===== src/hw/cmir_map.svh =====
// Register map, field positions and reset values of the core mailbox interrupt router
`ifndef CMIR_MAP_SVH
`define CMIR_MAP_SVH

// ----------------------------------------------------------------------------
// Addresses
// ----------------------------------------------------------------------------
`define CMIR_ADDR_W 8
`define CMIR_ROUTE_BASE 8'h00
`define CMIR_CAUSE_BASE 8'h10
`define CMIR_STATUS_ADDR 8'h20
`define CMIR_MASK_ADDR 8'h24
`define CMIR_CORE_SEL_LSB 2
`define CMIR_BANK_MASK 8'hF0
`define CMIR_WORD_MASK 8'h03

// ----------------------------------------------------------------------------
// Fields and resets
// ----------------------------------------------------------------------------
`define CMIR_NCORE 4
`define CMIR_NBOX 16
`define CMIR_BOX_W 32
`define CMIR_ROUTE_W 8
`define CMIR_ROUTE_RST 8'h00
`define CMIR_CAUSE_RST 32'h0000_0000
`define CMIR_BIT_BUSERR 30
`define CMIR_BIT_TIMER 11
`define CMIR_BIT_QUIET 10
`define CMIR_BIT_PERF 9
`define CMIR_BIT_GPU 8
`define CMIR_BOX_LSB 4
`define CMIR_IRQ_EV_W 4
`define CMIR_STAT_RST 4'h0

`endif


===== src/hw/cmir_pkg.sv =====
// Types shared by the core mailbox interrupt router
package cmir_pkg;
	typedef logic [3:0] cmir_nib_t;
	typedef logic [7:0] cmir_route_t;
	typedef logic [31:0] cmir_word_t;
	typedef enum logic [1:0] {CMIR_RD_NONE, CMIR_RD_ROUTE, CMIR_RD_CAUSE, CMIR_RD_CTRL} cmir_rdsel_t;
endpackage


===== src/hw/cmir_core_if.sv =====
// Per-core routing bundle between the top and one core slice
`timescale 1ns/100ps
`default_nettype none
interface cmir_core_if;
	import cmir_pkg::*;
	cmir_route_t route;
	cmir_nib_t box_busy;
	cmir_nib_t timer_ev;
	logic shared_ev_timer;
	logic shared_ev_perf;
	logic shared_ev_gpu;
	logic shared_ev_buserr;
	logic shared_ev_quiet;
	logic irq;
	logic fiq;
	cmir_word_t cause;
	modport top (output route, box_busy, timer_ev, shared_ev_timer, shared_ev_perf,
		shared_ev_gpu, shared_ev_buserr, shared_ev_quiet, input irq, fiq, cause);
	modport slice (input route, box_busy, timer_ev, shared_ev_timer, shared_ev_perf,
		shared_ev_gpu, shared_ev_buserr, shared_ev_quiet, output irq, fiq, cause);
endinterface
`default_nettype wire


===== src/hw/cmir_slice.sv =====
// One core's mailbox steering and cause register
`timescale 1ns/100ps
`default_nettype none
`include "cmir_map.svh"
module cmir_slice
	import cmir_pkg::*;
#(
	parameter bit HAS_QUIET = 1'b0
)
(
	input wire logic sys_clk,
	input wire logic rstn,
	cmir_core_if.slice cif
);
	cmir_nib_t fast_en;
	cmir_nib_t norm_en;
	cmir_nib_t box_fast;
	cmir_nib_t box_norm;
	cmir_word_t cause_d;
	cmir_word_t cause_q;
	logic irq_q;
	logic fiq_q;

	// ------------------------------------------------------------------------
	// Steering
	// ------------------------------------------------------------------------
	assign fast_en = cif.route[7:4];
	assign norm_en = cif.route[3:0];
	assign box_fast = cif.box_busy & fast_en;
	// Fast routing wins so no event reaches both requests
	assign box_norm = cif.box_busy & norm_en & ~fast_en;

	always_comb
	begin
		cause_d = `CMIR_CAUSE_RST;
		cause_d[`CMIR_BIT_BUSERR] = cif.shared_ev_buserr;
		cause_d[`CMIR_BIT_TIMER] = cif.shared_ev_timer;
		cause_d[`CMIR_BIT_QUIET] = HAS_QUIET & cif.shared_ev_quiet;
		cause_d[`CMIR_BIT_PERF] = cif.shared_ev_perf;
		cause_d[`CMIR_BIT_GPU] = cif.shared_ev_gpu;
		cause_d[`CMIR_BOX_LSB +: 4] = box_norm;
		cause_d[3:0] = cif.timer_ev;
	end

	// Registered to keep request pins glitch free
	always_ff @(posedge sys_clk)
	begin
		if (!rstn)
			cause_q <= `CMIR_CAUSE_RST;
		else
			cause_q <= cause_d;
	end

	always_ff @(posedge sys_clk)
	begin
		if (!rstn)
		begin
			irq_q <= 1'b0;
			fiq_q <= 1'b0;
		end
		else
		begin
			irq_q <= |cause_d;
			fiq_q <= |box_fast;
		end
	end

	assign cif.cause = cause_q;
	assign cif.irq = irq_q;
	assign cif.fiq = fiq_q;

	chk_fast_excl_norm: assert property (@(posedge sys_clk) disable iff (!rstn)
		|(cif.box_busy & fast_en) |=> (cif.cause[7:4] & $past(fast_en)) == 4'h0)
		else $error("fast routed mailbox shows in normal cause");
	chk_fast_raises: assert property (@(posedge sys_clk) disable iff (!rstn)
		|(cif.box_busy & fast_en) |=> cif.fiq)
		else $error("fast request missing");
	chk_quiet_core0: assert property (@(posedge sys_clk) disable iff (!rstn)
		!HAS_QUIET |-> !cif.cause[`CMIR_BIT_QUIET])
		else $error("quiet bit set on other core");
	chk_cause_irq_tie: assert property (@(posedge sys_clk) disable iff (!rstn)
		cif.irq == (cif.cause != 32'h0000_0000))
		else $error("normal request disagrees with cause");
	chk_reserved_zero: assert property (@(posedge sys_clk) disable iff (!rstn)
		(cif.cause & 32'hBFFF_F000) == 32'h0000_0000)
		else $error("reserved cause bits set");
	chk_timer_cause: assert property (@(posedge sys_clk) disable iff (!rstn)
		cif.timer_ev[0] |=> cif.cause[0])
		else $error("secure timer cause missing");
	cov_fast: cover property (@(posedge sys_clk) disable iff (!rstn) cif.fiq);
	cov_norm_box: cover property (@(posedge sys_clk) disable iff (!rstn) |cif.cause[7:4]);
endmodule
`default_nettype wire


===== src/hw/cmir_top.sv =====
// Top of the core mailbox interrupt router: register port, mailbox readiness and four slices
`timescale 1ns/100ps
`default_nettype none
`include "cmir_map.svh"
module cmir_top
	import cmir_pkg::*;
(
	input wire logic sys_clk,
	input wire logic rstn,
	input wire logic [7:0] reg_addr,
	input wire logic [31:0] reg_wdata,
	input wire logic reg_wr,
	input wire logic reg_rd,
	output logic [31:0] reg_rdata,
	input wire logic [511:0] box_data,
	input wire logic [15:0] generic_timer_ev,
	input wire logic [3:0] local_timer_ev,
	input wire logic [3:0] perf_ev,
	input wire logic gpu_ev,
	input wire logic bus_error_ev,
	input wire logic bus_quiet_ev,
	output logic [3:0] core_irq,
	output logic [3:0] core_fiq,
	output logic ctrl_irq
);
	cmir_route_t route_q [`CMIR_NCORE];
	cmir_word_t rdata_q;
	cmir_nib_t stat_q;
	cmir_nib_t mask_q;
	cmir_nib_t fiq_prev_q;
	cmir_nib_t fiq_rise;
	logic [15:0] box_busy;
	logic [3:0] irq_w;
	logic [3:0] fiq_w;
	cmir_word_t cause_w [`CMIR_NCORE];
	logic wr_status;

	// ------------------------------------------------------------------------
	// Decoding shared by reads and writes
	// ------------------------------------------------------------------------
	function automatic logic in_bank(input logic [7:0] a, input logic [7:0] base);
		in_bank = ((a & `CMIR_BANK_MASK) == base) && ((a & `CMIR_WORD_MASK) == 8'h00);
	endfunction

	function automatic logic [1:0] core_of(input logic [7:0] a);
		core_of = a[`CMIR_CORE_SEL_LSB +: 2];
	endfunction

	// ------------------------------------------------------------------------
	// Mailbox readiness and core slices
	// ------------------------------------------------------------------------
	for (genvar m = 0; m < `CMIR_NBOX; m++)
	begin : g_box
		assign box_busy[m] = |box_data[m*`CMIR_BOX_W +: `CMIR_BOX_W];
	end

	for (genvar c = 0; c < `CMIR_NCORE; c++)
	begin : g_core
		cmir_core_if cif();
		assign cif.route = route_q[c];
		assign cif.box_busy = box_busy[4*c +: 4];
		assign cif.timer_ev = generic_timer_ev[4*c +: 4];
		assign cif.shared_ev_timer = local_timer_ev[c];
		assign cif.shared_ev_perf = perf_ev[c];
		assign cif.shared_ev_gpu = gpu_ev;
		assign cif.shared_ev_buserr = bus_error_ev;
		assign cif.shared_ev_quiet = bus_quiet_ev;
		cmir_slice #(.HAS_QUIET(c == 0)) u_slice
		(
			.sys_clk(sys_clk),
			.rstn(rstn),
			.cif(cif)
		);
		assign irq_w[c] = cif.irq;
		assign fiq_w[c] = cif.fiq;
		assign cause_w[c] = cif.cause;
	end

	assign core_irq = irq_w;
	assign core_fiq = fiq_w;

	// ------------------------------------------------------------------------
	// Routing registers
	// ------------------------------------------------------------------------
	always_ff @(posedge sys_clk)
	begin
		if (!rstn)
		begin
			for (int c = 0; c < `CMIR_NCORE; c++)
				route_q[c] <= `CMIR_ROUTE_RST;
		end
		else if (reg_wr && in_bank(reg_addr, `CMIR_ROUTE_BASE))
			route_q[core_of(reg_addr)] <= reg_wdata[7:0];
	end

	// ------------------------------------------------------------------------
	// Control interrupt: one sticky bit per core on a new fast request
	// ------------------------------------------------------------------------
	assign fiq_rise = fiq_w & ~fiq_prev_q;
	assign wr_status = reg_wr && (reg_addr == `CMIR_STATUS_ADDR);

	always_ff @(posedge sys_clk)
	begin
		if (!rstn)
			fiq_prev_q <= `CMIR_STAT_RST;
		else
			fiq_prev_q <= fiq_w;
	end

	// A rise in the clearing cycle survives the clear
	always_ff @(posedge sys_clk)
	begin
		if (!rstn)
			stat_q <= `CMIR_STAT_RST;
		else
			stat_q <= (stat_q & ~(wr_status ? reg_wdata[3:0] : 4'h0)) | fiq_rise;
	end

	always_ff @(posedge sys_clk)
	begin
		if (!rstn)
			mask_q <= `CMIR_STAT_RST;
		else if (reg_wr && (reg_addr == `CMIR_MASK_ADDR))
			mask_q <= reg_wdata[3:0];
	end

	assign ctrl_irq = |(stat_q & mask_q);

	// ------------------------------------------------------------------------
	// Read port: data valid the cycle after the strobe only
	// ------------------------------------------------------------------------
	always_ff @(posedge sys_clk)
	begin
		if (!rstn)
			rdata_q <= 32'h0000_0000;
		else if (!reg_rd)
			rdata_q <= 32'h0000_0000;
		else if (in_bank(reg_addr, `CMIR_ROUTE_BASE))
			rdata_q <= {24'h00_0000, route_q[core_of(reg_addr)]};
		else if (in_bank(reg_addr, `CMIR_CAUSE_BASE))
			rdata_q <= cause_w[core_of(reg_addr)];
		else if (reg_addr == `CMIR_STATUS_ADDR)
			rdata_q <= {28'h000_0000, stat_q};
		else if (reg_addr == `CMIR_MASK_ADDR)
			rdata_q <= {28'h000_0000, mask_q};
		else
			rdata_q <= 32'h0000_0000;
	end

	assign reg_rdata = rdata_q;

	chk_route_reset: assert property (@(posedge sys_clk)
		!rstn |=> route_q[0] == 8'h00 && !core_fiq[0] [*2])
		else $error("routing not cleared by reset");
	chk_write_low_byte: assert property (@(posedge sys_clk) disable iff (!rstn)
		reg_wr && reg_addr == 8'h00 |=> route_q[0] == $past(reg_wdata[7:0]))
		else $error("route write not taken");
	chk_box_group: assert property (@(posedge sys_clk) disable iff (!rstn)
		route_q[1] == 8'h01 && box_busy[4] && !reg_wr [*2] |-> ##1 cause_w[1][4])
		else $error("core one mailbox four not shown");
	chk_sticky_clear: assert property (@(posedge sys_clk) disable iff (!rstn)
		fiq_rise[0] |=> stat_q[0])
		else $error("fast rise lost");
	cov_irq: cover property (@(posedge sys_clk) disable iff (!rstn) |core_irq);
	cov_ctrl: cover property (@(posedge sys_clk) disable iff (!rstn) ctrl_irq);
	cov_read: cover property (@(posedge sys_clk) disable iff (!rstn) reg_rd ##1 reg_rdata != 0);
endmodule
`default_nettype wire


===== config.mk =====
export PLATFORM = sky130hd
export DESIGN_NAME = cmir_top
export DESIGN_NICKNAME = d
export VERILOG_FILES = /design/src/hw/cmir_pkg.sv /design/src/hw/cmir_core_if.sv /design/src/hw/cmir_slice.sv /design/src/hw/cmir_top.sv
export VERILOG_INCLUDE_DIRS = /design/src /design/src/hw
export SDC_FILE = /design/constraint.sdc
export NUM_CORES = 1
export LEC_CHECK = 0
export BUFFER_PORTS_ARGS = -buffer_cell sky130_fd_sc_hd__buf_2
export CORE_AREA = 2 2 244 246
export CTS_CLUSTER_SIZE = 24
export DETAILED_ROUTE_END_ITERATION = 10
export DIE_AREA = 0 0 246 248
export GPL_ROUTABILITY_DRIVEN = 0
export SYNTH_ARGS = -nofsm -noshare
export SYNTH_HDL_FRONTEND = slang
export SYNTH_HIERARCHICAL = 1
export SYNTH_SLANG_ARGS = --single-unit
export TNS_END_PERCENT = 5

===== constraint.sdc =====
create_clock -name sys_clk -period 2.9 [get_ports sys_clk]
set_clock_uncertainty 0.05 [all_clocks]
set_input_delay 0.145 -clock sys_clk [delete_from_list [all_inputs] [get_ports sys_clk]]
set_output_delay 0.145 -clock sys_clk [all_outputs]
set_load 0.01 [all_outputs]

### Word level (Yosys, flattened, before mapping)

Memory sizes are Yosys's and may differ from the RTL's.
Index checks and enable logic that the tools add are counted.

* eq/ne operators: 3
* reduce and logical (&&, ||, !) cells: 35
* mux-type cells: 15
* bitwise operators: 25
* magnitude comparators: 1

Operators by type and width (number)
* $reduce_or 32->1: 16
* $mux 32: 3
* $bmux 32 s2: 1
* $and 4x4->4: 15
* $reduce_or 12->1: 3
* $not 4->4: 6
* $reduce_or 4->1: 5
* $eq 8x6->1 const B: 2
* $logic_not 8->1: 2
* $mux 8: 2
* $reduce_or 13->1: 1
* $mux 4: 3
* $reduce_or 8->1: 1
* $logic_and 1x1->1: 5
* $mux 1: 5
* $eq 4x1->1 const B: 1
* $or 4x4->4: 1
* $ge 3x3->1 const B: 1
* $not 2->3: 1
* $reduce_or 3->1: 1
* $mux 2: 1
* $not 1->1: 2
* $reduce_and 2->1: 1

* input bits: 583
* flip-flop bits (word level): 180
* memories: 1
* memory bits (writable): 32
* output and inout bits: 41

Memory list
* route_q: words 4, width 8, rd ports 5, clocked after memory_dff 0, write ports 4, line cmir_top.sv:26 `` cmir_route_t route_q [`CMIR_NCORE]; ``

### Longest topological paths before layout

Gate-level depths: netlist (run 1).

* word-level depth: 8
* depth in mapped cells: 7

### Hierarchy

The synthesis (run 1) kept the hierarchy.

Modules (own cells, without submodules)
* cmir_top: times used 1, sequential area each 1841.8 um2, area an instance 4884.7 um2, cells each 457
* cmir_slice (g_core[1].u_slice ...): times used 3, sequential area each 280.3 um2, area an instance 606.8 um2, cells each 61
* cmir_slice (g_core[0].u_slice): times used 1, sequential area each 300.3 um2, area an instance 619.3 um2, cells each 65

### Worst setup path after synthesis (run 1)

Ideal clock, no wire load.

* path kind: input-to-reg
* from: input reg_addr[7]
* to: memory route_q[0][0] in the netlist's numbering, enable pin
* data required time: 2463 ps
* stages on the path: 5
* data arrival time: 1730 ps
* slack: 734 ps
* cells stage by stage: or4_4 -> buf_6 -> nor3_1 -> nand2_1 -> o31ai_1

RTL lines
* from (decl): line cmir_top.sv:10 `input wire logic [7:0] reg_addr,`
* to (decl): line cmir_top.sv:26

==> summary.txt, run 1 <==
Status
  – Status: completed

Yosys
  – Ys flop type: dfxtp_1
  – Sequential element share of the synthesized area: 40.7%
  – Main combinational cell family by area after synthesis: simple AND/OR/NAND/NOR gates
  – XOR/XNOR Fraction of Synth Area: 0%
  – Top post-synthesis cells by area: dfxtp_1 (28%), edfxtp_1 (13%), mux4_2 (12%)
  – Post-synth top area cell: dfxtp_1
  – Compound-Gate Fraction of Synth Area: 4.92%
  – Yosys cell types: 43
  – Synth Register Bits: 133
  – Post-Syn Instances: 705
  – Yosys warns: 6
  – Post-synth top cells: nor4_1 (128), dfxtp_1 (101), buf_4 (87)
  – Synth Area in Adders: 0%
  – Count leader, synth: nor4_1
  – Synth Area in Simple Gates: between 30% and 40%
  – Top-area cell type share of the netlist area: 27.6%
  – Multiplexer area fraction after synthesis: 12.8%
  – Post-Synthesis Cell Area: between 7000 and 8000 sq um
  – Post-synth EDFFs: 32
  – Synth async-reset ratio: 0%
  – Syn avg cell area: between 10 and 15 sq um

Global route
  – First-pass GRT wire length: a little over 50,000 um
  – GRT Total Usage: approximately an eighth
  – Number of global-route vias before repair: 7,805
  – Pin count of the biggest net entering global routing: 54
  – Initial antenna violation count: 21
  – Total congestion overflow: 0

Clock tree
  – Hold-fix buffers, CTS: 29
  – H-tree depth: 4
  – CTS sink cnt: 133
  – Clk Tree Root Cell: clkbuf_16
  – Post-CTS Setup Inserts: 0
  – CTS tree: done
  – Worst skew pair latency: 420 ps
  – Clk buf depth: 2
  – Post_cts resized: 0
  – CTS Buf Count: 17
  – Clock Pin Slew Worst Setup and Hold Paths: 60 ps

Floorplanning
  – I/O pins: approximately 620
  – Die Y: 248 um
  – Die Area: 61,000 sq um
  – Starting density of the core: about an eighth
  – Rows: 89
  – Chip width: 246 um
  – Core Region: 58,500 sq um

Timing
  – Final worst slack: 1130 ps
  – Fmax achieved: between 500 and 600 MHz
  – Setup Viol. Count Final: 0
  – Crit share post-route: 61.2%
  – Hold Fails Final Rpt: 0
  – Setup TNS: 0 ps
  – Worst slew pin tran: 775 ps
  – Slew headroom: around 48%
  – Shortest period the worst path allows: 1770 ps
  – Max-slew violation count: 0
  – RSZ-0062 raised after global routing: false

Critical path
  – Critical path arrival: 2010 ps
  – CP Class: primary input to flop
  – Critical path fanouts, max: 8
  – CP peak stage delay: about 600 ps
  – Setup crit end kind: flop
  – Cells along the critical path: buf_2 > or4_4 > or3_1 > nor3_4 > and2_1
  – Critical Path RT: between 3000 and 4000 ps
  – Critical-path top delay cell: or4_4
  – Setup crit start kind: primary input

Worst hold path
  – Hold Crit Class: primary input to flop

Pwr
  – Pwr per Cell Area: 412 nW/um^2
  – Worst vdd ir: 0.000292 V
  – Pwr Total: around 4.8 mW
  – Leak pwr: 5.21 nW

Layout
  – Layout Nets: 1,912
  – Final Cell Area: ~12,000 sq um
  – Final core utilization: around 20%
  – Fillers: around 6,500
  – Fraction of layout cells with a size suffix above 1: 53.3%
  – Area delta synth->final: 60.4%

Placed design
  – Place WS: about 670 ps
  – IO buf count: 599
  – HPWL Detailed: 32,100 um
  – Area after DPL: 10,900 sq um

Route
  – TritonRoute pass-1 iters: 5
  – Wire per inst: ~18 um
  – Post-route DRC violation count: 0
  – Via count: 8,244
  – DRT iter0 DRCs: slightly below 600
  – Via density: 3.89
  – Total length of routed wires: between 30,000 and 40,000 um
  – Antenna Violating Nets Remaining: 0

Job
  – # Max-Cap Violations: 0
where the power goes:
group / switching [mW] / internal, mW
logic: 0.366 / 0.455
registers: 0.0440 / 1.97
clock network: 0.821 / 1.18
total: 1.23 / 3.61
per-stage QoR:
step | cells | hold slack [ps]
2_1_floorplan | 780 | 217
3_3_place_gp | 2054 | 323
3_5_place_dp | 2054 | 318
4_1_cts | 2115 | 8.43
5_1_grt | 2122 | 23.8
6_report | 2122 | 27.8
final cells by class:
| class | instances | area [sq um] | area share, % |
|---|---|---|---|
| clock inverters | 11 | 101 | 0.863 |
| multi-input cells | 532 | 3840 | 32.7 |
| flip-flops and latches | 133 | 2980 | 25.4 |
| diodes | 7 | 17.5 | 0.149 |
| well taps | 773 | 967 | 8.23 |
| inverters | 5 | 18.8 | 0.160 |
| repair buffers | 640 | 3380 | 28.8 |
| clock buffers | 21 | 440 | 3.75 |
cells by family after synthesis:
family	after synthesis
simple gates	358
mux	44
other cells	4
flops	133
compound gates	51
buf+inv	115
critical path: cells and delay by family:
family                 cells  cell delay [ps]
and+or+nand+nor            4             1760
buffers and inverters      1               90
worst paths after layout:
| kind | from | to | slack (ps) | depth (start not counted) |
|---|---|---|---|---|
| worst max-delay path | reg_addr[7] | route_q[1][4] | 1130 | 5 |
| worst max register to register | route_q[2][5] | reg_rdata[5] | 1510 | 2 |
| worst min-delay path | reg_wdata[6] | route_q[2][6] | 30 | 2 |
| worst min register to register | fiq_prev_q[3] | stat_q[3] | 420 | 2 |
layout by cell type, fill, tap and decap left out, types with 4 or more instances in the layout:
master / synthesis / routed
o22ai_1: 6 / 6
conb_1: 4 / 79
clkbuf_1: 9 / 4
nand3_1: 5 / 5
nor4_1: 128 / 128
nand2_1: 31 / 31
o21ai_0: 11 / 11
nor3b_1: 12 / 12
and2_2: 4 / 4
a22oi_1: 14 / 14
mux4_2: 40 / 40
nor4_2: 8 / 8
dlygate4sd3_1: 0 / 29
edfxtp_1: 32 / 32
clkbuf_16: 0 / 17
buf_4: 87 / 13
inv_1: 5 / 5
nand4_1: 33 / 33
or2_2: 16 / 16
dfxtp_1: 101 / 101
and2_1: 81 / 81
nor3_1: 10 / 10
and3_1: 8 / 8
buf_2: 7 / 598
diode_2: 0 / 7
nor2_1: 12 / 12
mux2i_1: 4 / 4
a22o_1: 4 / 4
metal layers:
metal / track usage [%] / part of all wire (%) / vias to the layer above
met5: 0 / 0.33 / -
met2: 20.5 / 48 / 553
met1: 12.9 / 37 / 3769
li1: - / - / 3826
met4: 4.71 / 3.9 / 20
met3: 4.46 / 11 / 76
sequential cells by signal (all words and copies together), names as in the netlist:
name                      flops
g_core.u_slice/cif.irq        4
route_q                      32
g_core.u_slice/cif.cause     49
mask_q                        4
reg_rdata                    32
fiq_prev_q                    4
stat_q                        4
g_core.u_slice/cif.fiq        4
No activity file was read; power rests on OpenSTA's default activity.
==> run 2, diff against run 1 <==
--- a/config.mk
+++ b/config.mk
@@ -7,10 +7,10 @@
 export NUM_CORES = 1
 export LEC_CHECK = 0
 export BUFFER_PORTS_ARGS = -buffer_cell sky130_fd_sc_hd__buf_2
-export CORE_AREA = 2 2 244 246
+export CORE_AREA = 2 2 243 245
 export CTS_CLUSTER_SIZE = 24
 export DETAILED_ROUTE_END_ITERATION = 10
-export DIE_AREA = 0 0 246 248
+export DIE_AREA = 0 0 245 247
 export GPL_ROUTABILITY_DRIVEN = 0
 export SYNTH_ARGS = -nofsm -noshare
 export SYNTH_HDL_FRONTEND = slang
==> constraint.sdc (replaced) <==
create_clock -name sys_clk -period 1.6 [get_ports sys_clk]
set_clock_uncertainty 0.05 [all_clocks]
set_input_delay 0.08 -clock sys_clk [delete_from_list [all_inputs] [get_ports sys_clk]]
set_output_delay 0.08 -clock sys_clk [all_outputs]
set_load 0.01 [all_outputs]
==> run 2 against run 1 <==
  * Flip-flop and latch count stayed put
  * Final cell count is 2.9% higher
  * Worst hold slack better by 1.3 ps
  * Final area is 5.3% higher
  * Global-route usage is 0.65 points lower
  * Via count is 0.72% higher
  * Non-clock buffer count is 53 higher
  * Worst setup slack worse by 1000 ps
==> summary.txt, run 2 (synthesis results as in run 1) <==
Status
  – Status: completed

Layout
  – Multi-input gate area: 3880 sq um (+1.2%)
  – Fillers: 6,411 (-1.2%)
  – Area delta synth->final: 68.8%
  – Final Cell Area: 12,400 sq um (+5.3%)
  – Register Area: 2980 sq um (unchanged)
  – Fraction of layout cells with a size suffix above 1: 55.4% (+2.1 points)
  – Most common cell after layout, fill and taps aside: buf_2
  – Layout Nets: 1,965 (+2.8%)
  – Leading cell types in the layout, fill and taps excluded: buf_2 (598), nor4_1 (126), dfxtp_1 (101)
  – Max FFs per register: 49 (unchanged)

Floorplanning
  – Die Area: 60,500 sq um (-0.81%)
  – Die Y: 247 um (-0.40%)
  – Rows: 89 (unchanged)
  – Starting density of the core: 12.6% (+0.048 points)
  – I/O pins: 624 (unchanged)
  – Chip width: 245 um (-0.41%)
  – Core Region: 58,200 sq um (-0.38%)

Route
  – Via count: 8,303 (+0.72%)
  – Post-route DRC violation count: 0 (unchanged)
  – Via density: 3.80 (-2.1%)
  – DRT iter0 DRCs: 421 (-27%)
  – TritonRoute pass-1 iters: 5 (unchanged)
  – Total length of routed wires: 35,800 um (-6.0%)
  – Antenna Violating Nets Remaining: 0 (unchanged)
  – Wire per inst: 16.4 um (-8.7%)

Timing
  – Setup Viol. Count Final: 0 (unchanged)
  – Crit share post-route: 94.7%
  – Shortest period the worst path allows: 1510 ps
  – Hold Fails Final Rpt: 0 (unchanged)
  – Fmax achieved: around 660 MHz
  – Max-slew violation count: 0 (unchanged)
  – Worst slew pin tran: 581 ps (-194 ps)
  – Slew headroom: 61.3% (+13 points)
  – RSZ-0062 raised after global routing: true
  – Final worst slack: 85.2 ps (-1040 ps)
  – Setup TNS: 0 ps (unchanged)

Critical path
  – Buffers and inverters on the worst path: 2 (+1)
  – Setup crit end kind: flop
  – CP peak stage delay: 580 ps (-20 ps)
  – CP delay by family, top: simple AND/OR/NAND/NOR gates
  – Critical path arrival: 1760 ps (-250 ps)
  – Critical Path RT: 1840 ps (-1300 ps)
  – Cells along the critical path: buf_2 > or4_4 > or3_1 > buf_4 > nor2_8 > and3_1
  – Setup crit start kind: primary input
  – Critical-path top delay cell: or4_4
  – CP Class: primary input to flop
  – Critical path fanouts, max: 16 (+8)

Worst hold path
  – Hold Crit Class: primary input to flop

Clock tree
  – CTS Buf Count: 17 (unchanged)
  – Clock Pin Slew Worst Setup and Hold Paths: 60 ps (about the same)
  – CTS tree: done
  – CTS sink cnt: 133 (unchanged)
  – Worst skew pair latency: 430 ps (about the same)
  – Clk Tree Root Cell: clkbuf_16
  – H-tree depth: 4 (unchanged)
  – Clk buf depth: 2 (unchanged)
  – Post-CTS Setup Inserts: 0 (unchanged)

Global route
  – Pin count of the biggest net entering global routing: 35 (-35%)
  – Initial antenna violation count: 24 (+14%)
  – First-pass GRT wire length: 48,300 um (-5.1%)
  – Number of global-route vias before repair: 8,094 (+3.7%)
  – GRT Total Usage: 11.1% (-0.65 points)
  – Total congestion overflow: 0 (unchanged)

Placed design
  – IO buf count: 599 (unchanged)
  – Area after DPL: 11,300 sq um (+4.2%)
  – HPWL Detailed: 30,900 um (-3.8%)
  – Place WS: -460 ps (-1130 ps)

Job
  – # Max-Cap Violations: 0 (unchanged)

Pwr
  – Leak pwr: 5.54 nW (+6.4%)
  – Worst vdd ir: 0.000524 V (+79%)
  – Pwr per Cell Area: 743 nW/um^2 (+80%)
## run 2: path summary, 6_finish.rpt
path | startpoint | endpoint | slack (ps) | depth (start not counted)
max | reg_addr[7] | route_q[0][6] | 90 | 6
max reg2reg | route_q[3][6] | reg_rdata[6] | 230 | 2
min reg2reg | mask_q[1] | mask_q[1] | 430 | 2
min | reg_wdata[7] | route_q[1][7] | 30 | 2
## run 2: area by class of cell
| type | instances | share of cell area [%] |
|---|---|---|
| Antenna cell | 15 | 0.304 |
| Sequential cell | 133 | 24.1 |
| Clock inverter | 10 | 0.870 |
| Multi-Input combinational cell | 532 | 31.4 |
| Timing Repair Buffer | 693 | 31.3 |
| Tap cell | 773 | 7.82 |
| Clock buffer | 22 | 4.01 |
| Inverter | 5 | 0.152 |
## run 2: metrics by stage
stage / total power, mW / instances / hold WS (ps) / utilization, %
4_1_cts: 9.27 / 2168 / 16.1 / 21.1
2_1_floorplan: 4.30 / 780 / 152 / -
5_1_grt: 9.56 / 2179 / 16.7 / 21.2
3_5_place_dp: 5.17 / 2100 / 258 / 19.5
3_3_place_gp: 5.17 / 2100 / 258 / 19.5
6_report: 9.19 / 2183 / 29.0 / 21.2
## run 2: routing by layer
metal  global-route usage (%)  wire [um]
met5                        0        222
met4                     6.13       1720
met3                     3.43       3280
met2                     18.9      16800
met1                     12.5      13700
## run 2: repair_timing
action | CTS | global route
setup endpoints to repair | 1 | 19
gates resized for setup | 1 | 2
hold buffers | 36 | 0
pin swaps | 2 | 2
endpoints found under the hold margin | 48 | 0
## run 2: where the power goes
part	switching, mW	internal, mW	leakage, nW
clock network	1.60	2.40	0.296
logic	0.643	0.902	4.11
registers	0.0695	3.57	1.13
==> run 3, diff against run 2 <==
--- a/config.mk
+++ b/config.mk
@@ -7,13 +7,12 @@
 export NUM_CORES = 1
 export LEC_CHECK = 0
 export BUFFER_PORTS_ARGS = -buffer_cell sky130_fd_sc_hd__buf_2
-export CORE_AREA = 2 2 243 245
+export CORE_AREA = 2 2 246 248
 export CTS_CLUSTER_SIZE = 24
 export DETAILED_ROUTE_END_ITERATION = 10
-export DIE_AREA = 0 0 245 247
+export DIE_AREA = 0 0 248 250
 export GPL_ROUTABILITY_DRIVEN = 0
 export SYNTH_ARGS = -nofsm -noshare
 export SYNTH_HDL_FRONTEND = slang
-export SYNTH_HIERARCHICAL = 1
 export SYNTH_SLANG_ARGS = --single-unit
 export TNS_END_PERCENT = 5
==> run 3 against run 2 <==
  * Synthesized cell count fell by 21%
  * Count of clock-buffer cells in the layout fell by 8
  * Worst setup slack got worse by 41 ps
  * Register-to-register slack got worse by 120 ps
  * Synthesized area down 24%
  * Die area rose by 2.5%
  * Critical path depth stayed put
  * Non-clock buffer count fell by 13
  * Global-route usage down 0.28 points
  * Final area is 14% lower
  * Final cell count is 7.8% lower
==> summary.txt, run 3 <==
Status
  – Status: completed

Global route
  – Initial antenna violation count: 17 (-29%)
  – GRT busiest layer: met2
  – Number of global-route vias before repair: 7,737 (-4.4%)
  – Met3 track demand over resource: 2.45% (-0.98 points)
  – GRT Total Usage: 10.9% (-0.28 points)
  – First-pass GRT wire length: 48,000 um (-0.67%)
  – GR Util met1: 10.8% (-1.6 points)
  – Pin count of the biggest net entering global routing: 33 (-5.7%)
  – Total congestion overflow: 0 (unchanged)
  – GR Util met2: 21.8% (+3.0 points)

Clock tree
  – Clock Pin Slew Worst Setup and Hold Paths: 70 ps (about the same)
  – Worst skew pair latency: 350 ps (-80 ps)
  – CTS Buf Count: 9 (-8)
  – H-tree depth: 3 (-1)
  – Post-CTS Setup Inserts: 0 (unchanged)
  – Clk Tree Root Cell: clkbuf_16
  – CTS sink cnt: 108 (-19%)
  – CTS tree: done
  – Clk buf depth: 2 (unchanged)

Layout
  – Layout Nets: 1,804 (-8.2%)
  – Most common cell after layout, fill and taps aside: buf_2
  – Max FFs per register: 43 (-12%)
  – Area delta synth->final: 89.5%
  – Final Cell Area: 10,600 sq um (-14%)
  – Fraction of layout cells with a size suffix above 1: 58.4% (+3.0 points)
  – Leading cell types in the layout, fill and taps excluded: buf_2 (580), nor4_1 (130), dfxtp_1 (76)

Critical path
  – Critical-path top delay cell: dlygate4sd3_1
  – CP Class: primary input to flop
  – CP peak stage delay: 520 ps (-60 ps)
  – CP delay by family, top: buffers and inverters
  – Critical path fanouts, max: 2 (-14)
  – Critical Path RT: 1790 ps (-50 ps)
  – Setup crit end kind: flop
  – Setup crit start kind: primary input
  – Buffers and inverters on the worst path: 3 (+1)
  – Critical path arrival: 1740 ps (-20 ps)
  – Cells along the critical path: dlygate4sd3_1 > buf_2 > nor4_2 > buf_4 > o311ai_0 > o41a_1

Pwr
  – Worst vdd ir: 0.000505 V (-3.6%)
  – Leak pwr: 4.57 nW (-17%)
  – Pwr per Cell Area: 647 nW/um^2 (-13%)
  – Pwr Total: 6.86 mW (-25%)

Floorplanning
  – Die Y: 250 um (+1.2%)
  – Core Region: 59,600 sq um (+2.3%)
  – Die Area: 62,000 sq um (+2.5%)
  – Chip width: 248 um (+1.2%)
  – I/O pins: 624 (unchanged)
  – Starting density of the core: 9.40% (-3.2 points)
  – Rows: 90 (+1.1%)

Route
  – Via count: 7,438 (-10%)
  – Via density: 3.70 (-2.8%)
  – Post-route DRC violation count: 0 (unchanged)
  – TritonRoute pass-1 iters: 5 (unchanged)
  – DRT iter0 DRCs: 369 (-12%)
  – Antenna Violating Nets Remaining: 0 (unchanged)
  – Total length of routed wires: 35,600 um (-0.35%)
  – Wire per inst: 17.7 um (+8.1%)

Timing
  – Setup Viol. Count Final: 0 (unchanged)
  – Worst slew pin tran: 718 ps (+136 ps)
  – Max-slew violation count: 0 (unchanged)
  – Fmax achieved: 643 MHz (-2.6%)
  – Crit share post-route: 97.2% (+2.5 points)
  – RSZ-0062 raised after global routing: true
  – Slew headroom: 51.7% (-9.5 points)
  – Shortest period the worst path allows: 1560 ps (+40.6 ps)
  – Hold Fails Final Rpt: 0 (unchanged)
  – Final worst slack: 44.7 ps (-40.6 ps)

Yosys
  – Count leader, synth: nor4_1
  – Post-synth top area cell: dfxtp_1
  – Top post-synthesis cells by area: dfxtp_1 (27%), edfxtp_1 (17%), nor4_1 (15%)
  – Post-Syn Instances: 555 (-21%)
  – Yosys cell types: 37 (-14%)
  – Post-synth EDFFs: 32 (unchanged)
  – Ys flop type: dfxtp_1
  – Syn avg cell area: 10.1 sq um (-2.9%)
  – Synth async-reset ratio: 0% (unchanged)
  – Sequential element share of the synthesized area: 44.3% (+3.6 points)
  – Yosys warns: 0 (-6)
  – Post-Synthesis Cell Area: 5600 sq um (-24%)
  – Top-area cell type share of the netlist area: 27.2% (-0.43 points)
  – Post-synth top cells: nor4_1 (137), dfxtp_1 (76), and2_1 (71)
  – Synth Register Bits: 108 (-19%)

Placed design
  – Place WS: -427 ps (+32.5 ps)
  – Area after DPL: 9920 sq um (-13%)
  – HPWL Detailed: 31,500 um (+2.0%)
  – IO buf count: 580 (-3.2%)

Job
  – # Max-Cap Violations: 0 (unchanged)

Worst hold path
  – Hold Crit Class: primary input to flop
run 3: cell count changes after synthesis, moves of 11 or more:
cell	delta
nand2_1	-22
or2_2	-16
a21oi_1	+11
buf_4	-60
nor2_1	+11
dfxtp_1	-25
mux4_2	-22
run 3: per-layer routing:
metal,vias up,routed length [um]
li1,3502,-
met1,3386,12400
met2,485,19100
met3,57,3110
met4,8,908
met5,-,48
run 3: cell families (layout without fill, tap and decap cells):
logic type	after synthesis	count (layout)	synth area share (%)
buf+inv	46	699	5.09
simple gates	324	324	36.4
flops	108	108	44.3
other cells	1	23	0.0670
mux	18	18	7.24
compound gates	58	58	6.86
run 3: worst min-delay path, cell delays in order:
cell     delay (ps)
buf_2           150
nand3_1          80
a21oi_1          50
run 3: where the power goes:
group	switching, mW	total (mW)	internal [mW]	leakage (nW)
Combinational	0.569	1.34	0.768	3.48
Clock	1.01	2.51	1.50	0.168
Sequential	0.0775	3.01	2.93	0.931
run 3: layout make-up:
cell class                      instances  area (sq um)
Inverter                                3          11.3
Tap cell                              782           978
Timing Repair Buffer                  680          3790
Fill cell                            6656         49000
Clock inverter                          2          35.0
Multi-Input combinational cell        419          3000
Antenna cell                            4          10.0
Clock buffer                           14           308
Sequential cell                       108          2480
run 3: final timing paths:
| path | slack [ps] | from | end | cells after the start |
|---|---|---|---|---|
| worst max-delay path | 40 | generic_timer_ev[13] | g_core[3].u_slice.cif.irq | 6 |
| worst min-delay path | 10 | reg_wdata[3] | mask_q[3] | 3 |
| worst max register to register | 110 | route_q[3][2] | reg_rdata[2] | 3 |
| worst min register to register | 380 | g_core[2].u_slice.cif.cause[8] | reg_rdata[8] | 1 |
run 3: timing repair:
item,in CTS,in global routing
gates resized for setup,1,10
endpoints found under the hold margin,27,0
hold buffers,27,0
setup endpoints to repair,1,9
cloned,0,0
run 3: per-stage QoR:
stage / hold slack, ps / std cells / setup TNS, ps / util [%]
after floorplan: 157 / 573 / -10510 / -
after global placement: 257 / 1965 / -14770 / 16.7
after detailed placement: 258 / 1965 / -15870 / 16.7
after CTS: 4.08 / 2008 / 0 / 17.7
after global routing: 21.9 / 2012 / -21.6 / 17.8
final: 9.59 / 2012 / 0 / 17.8
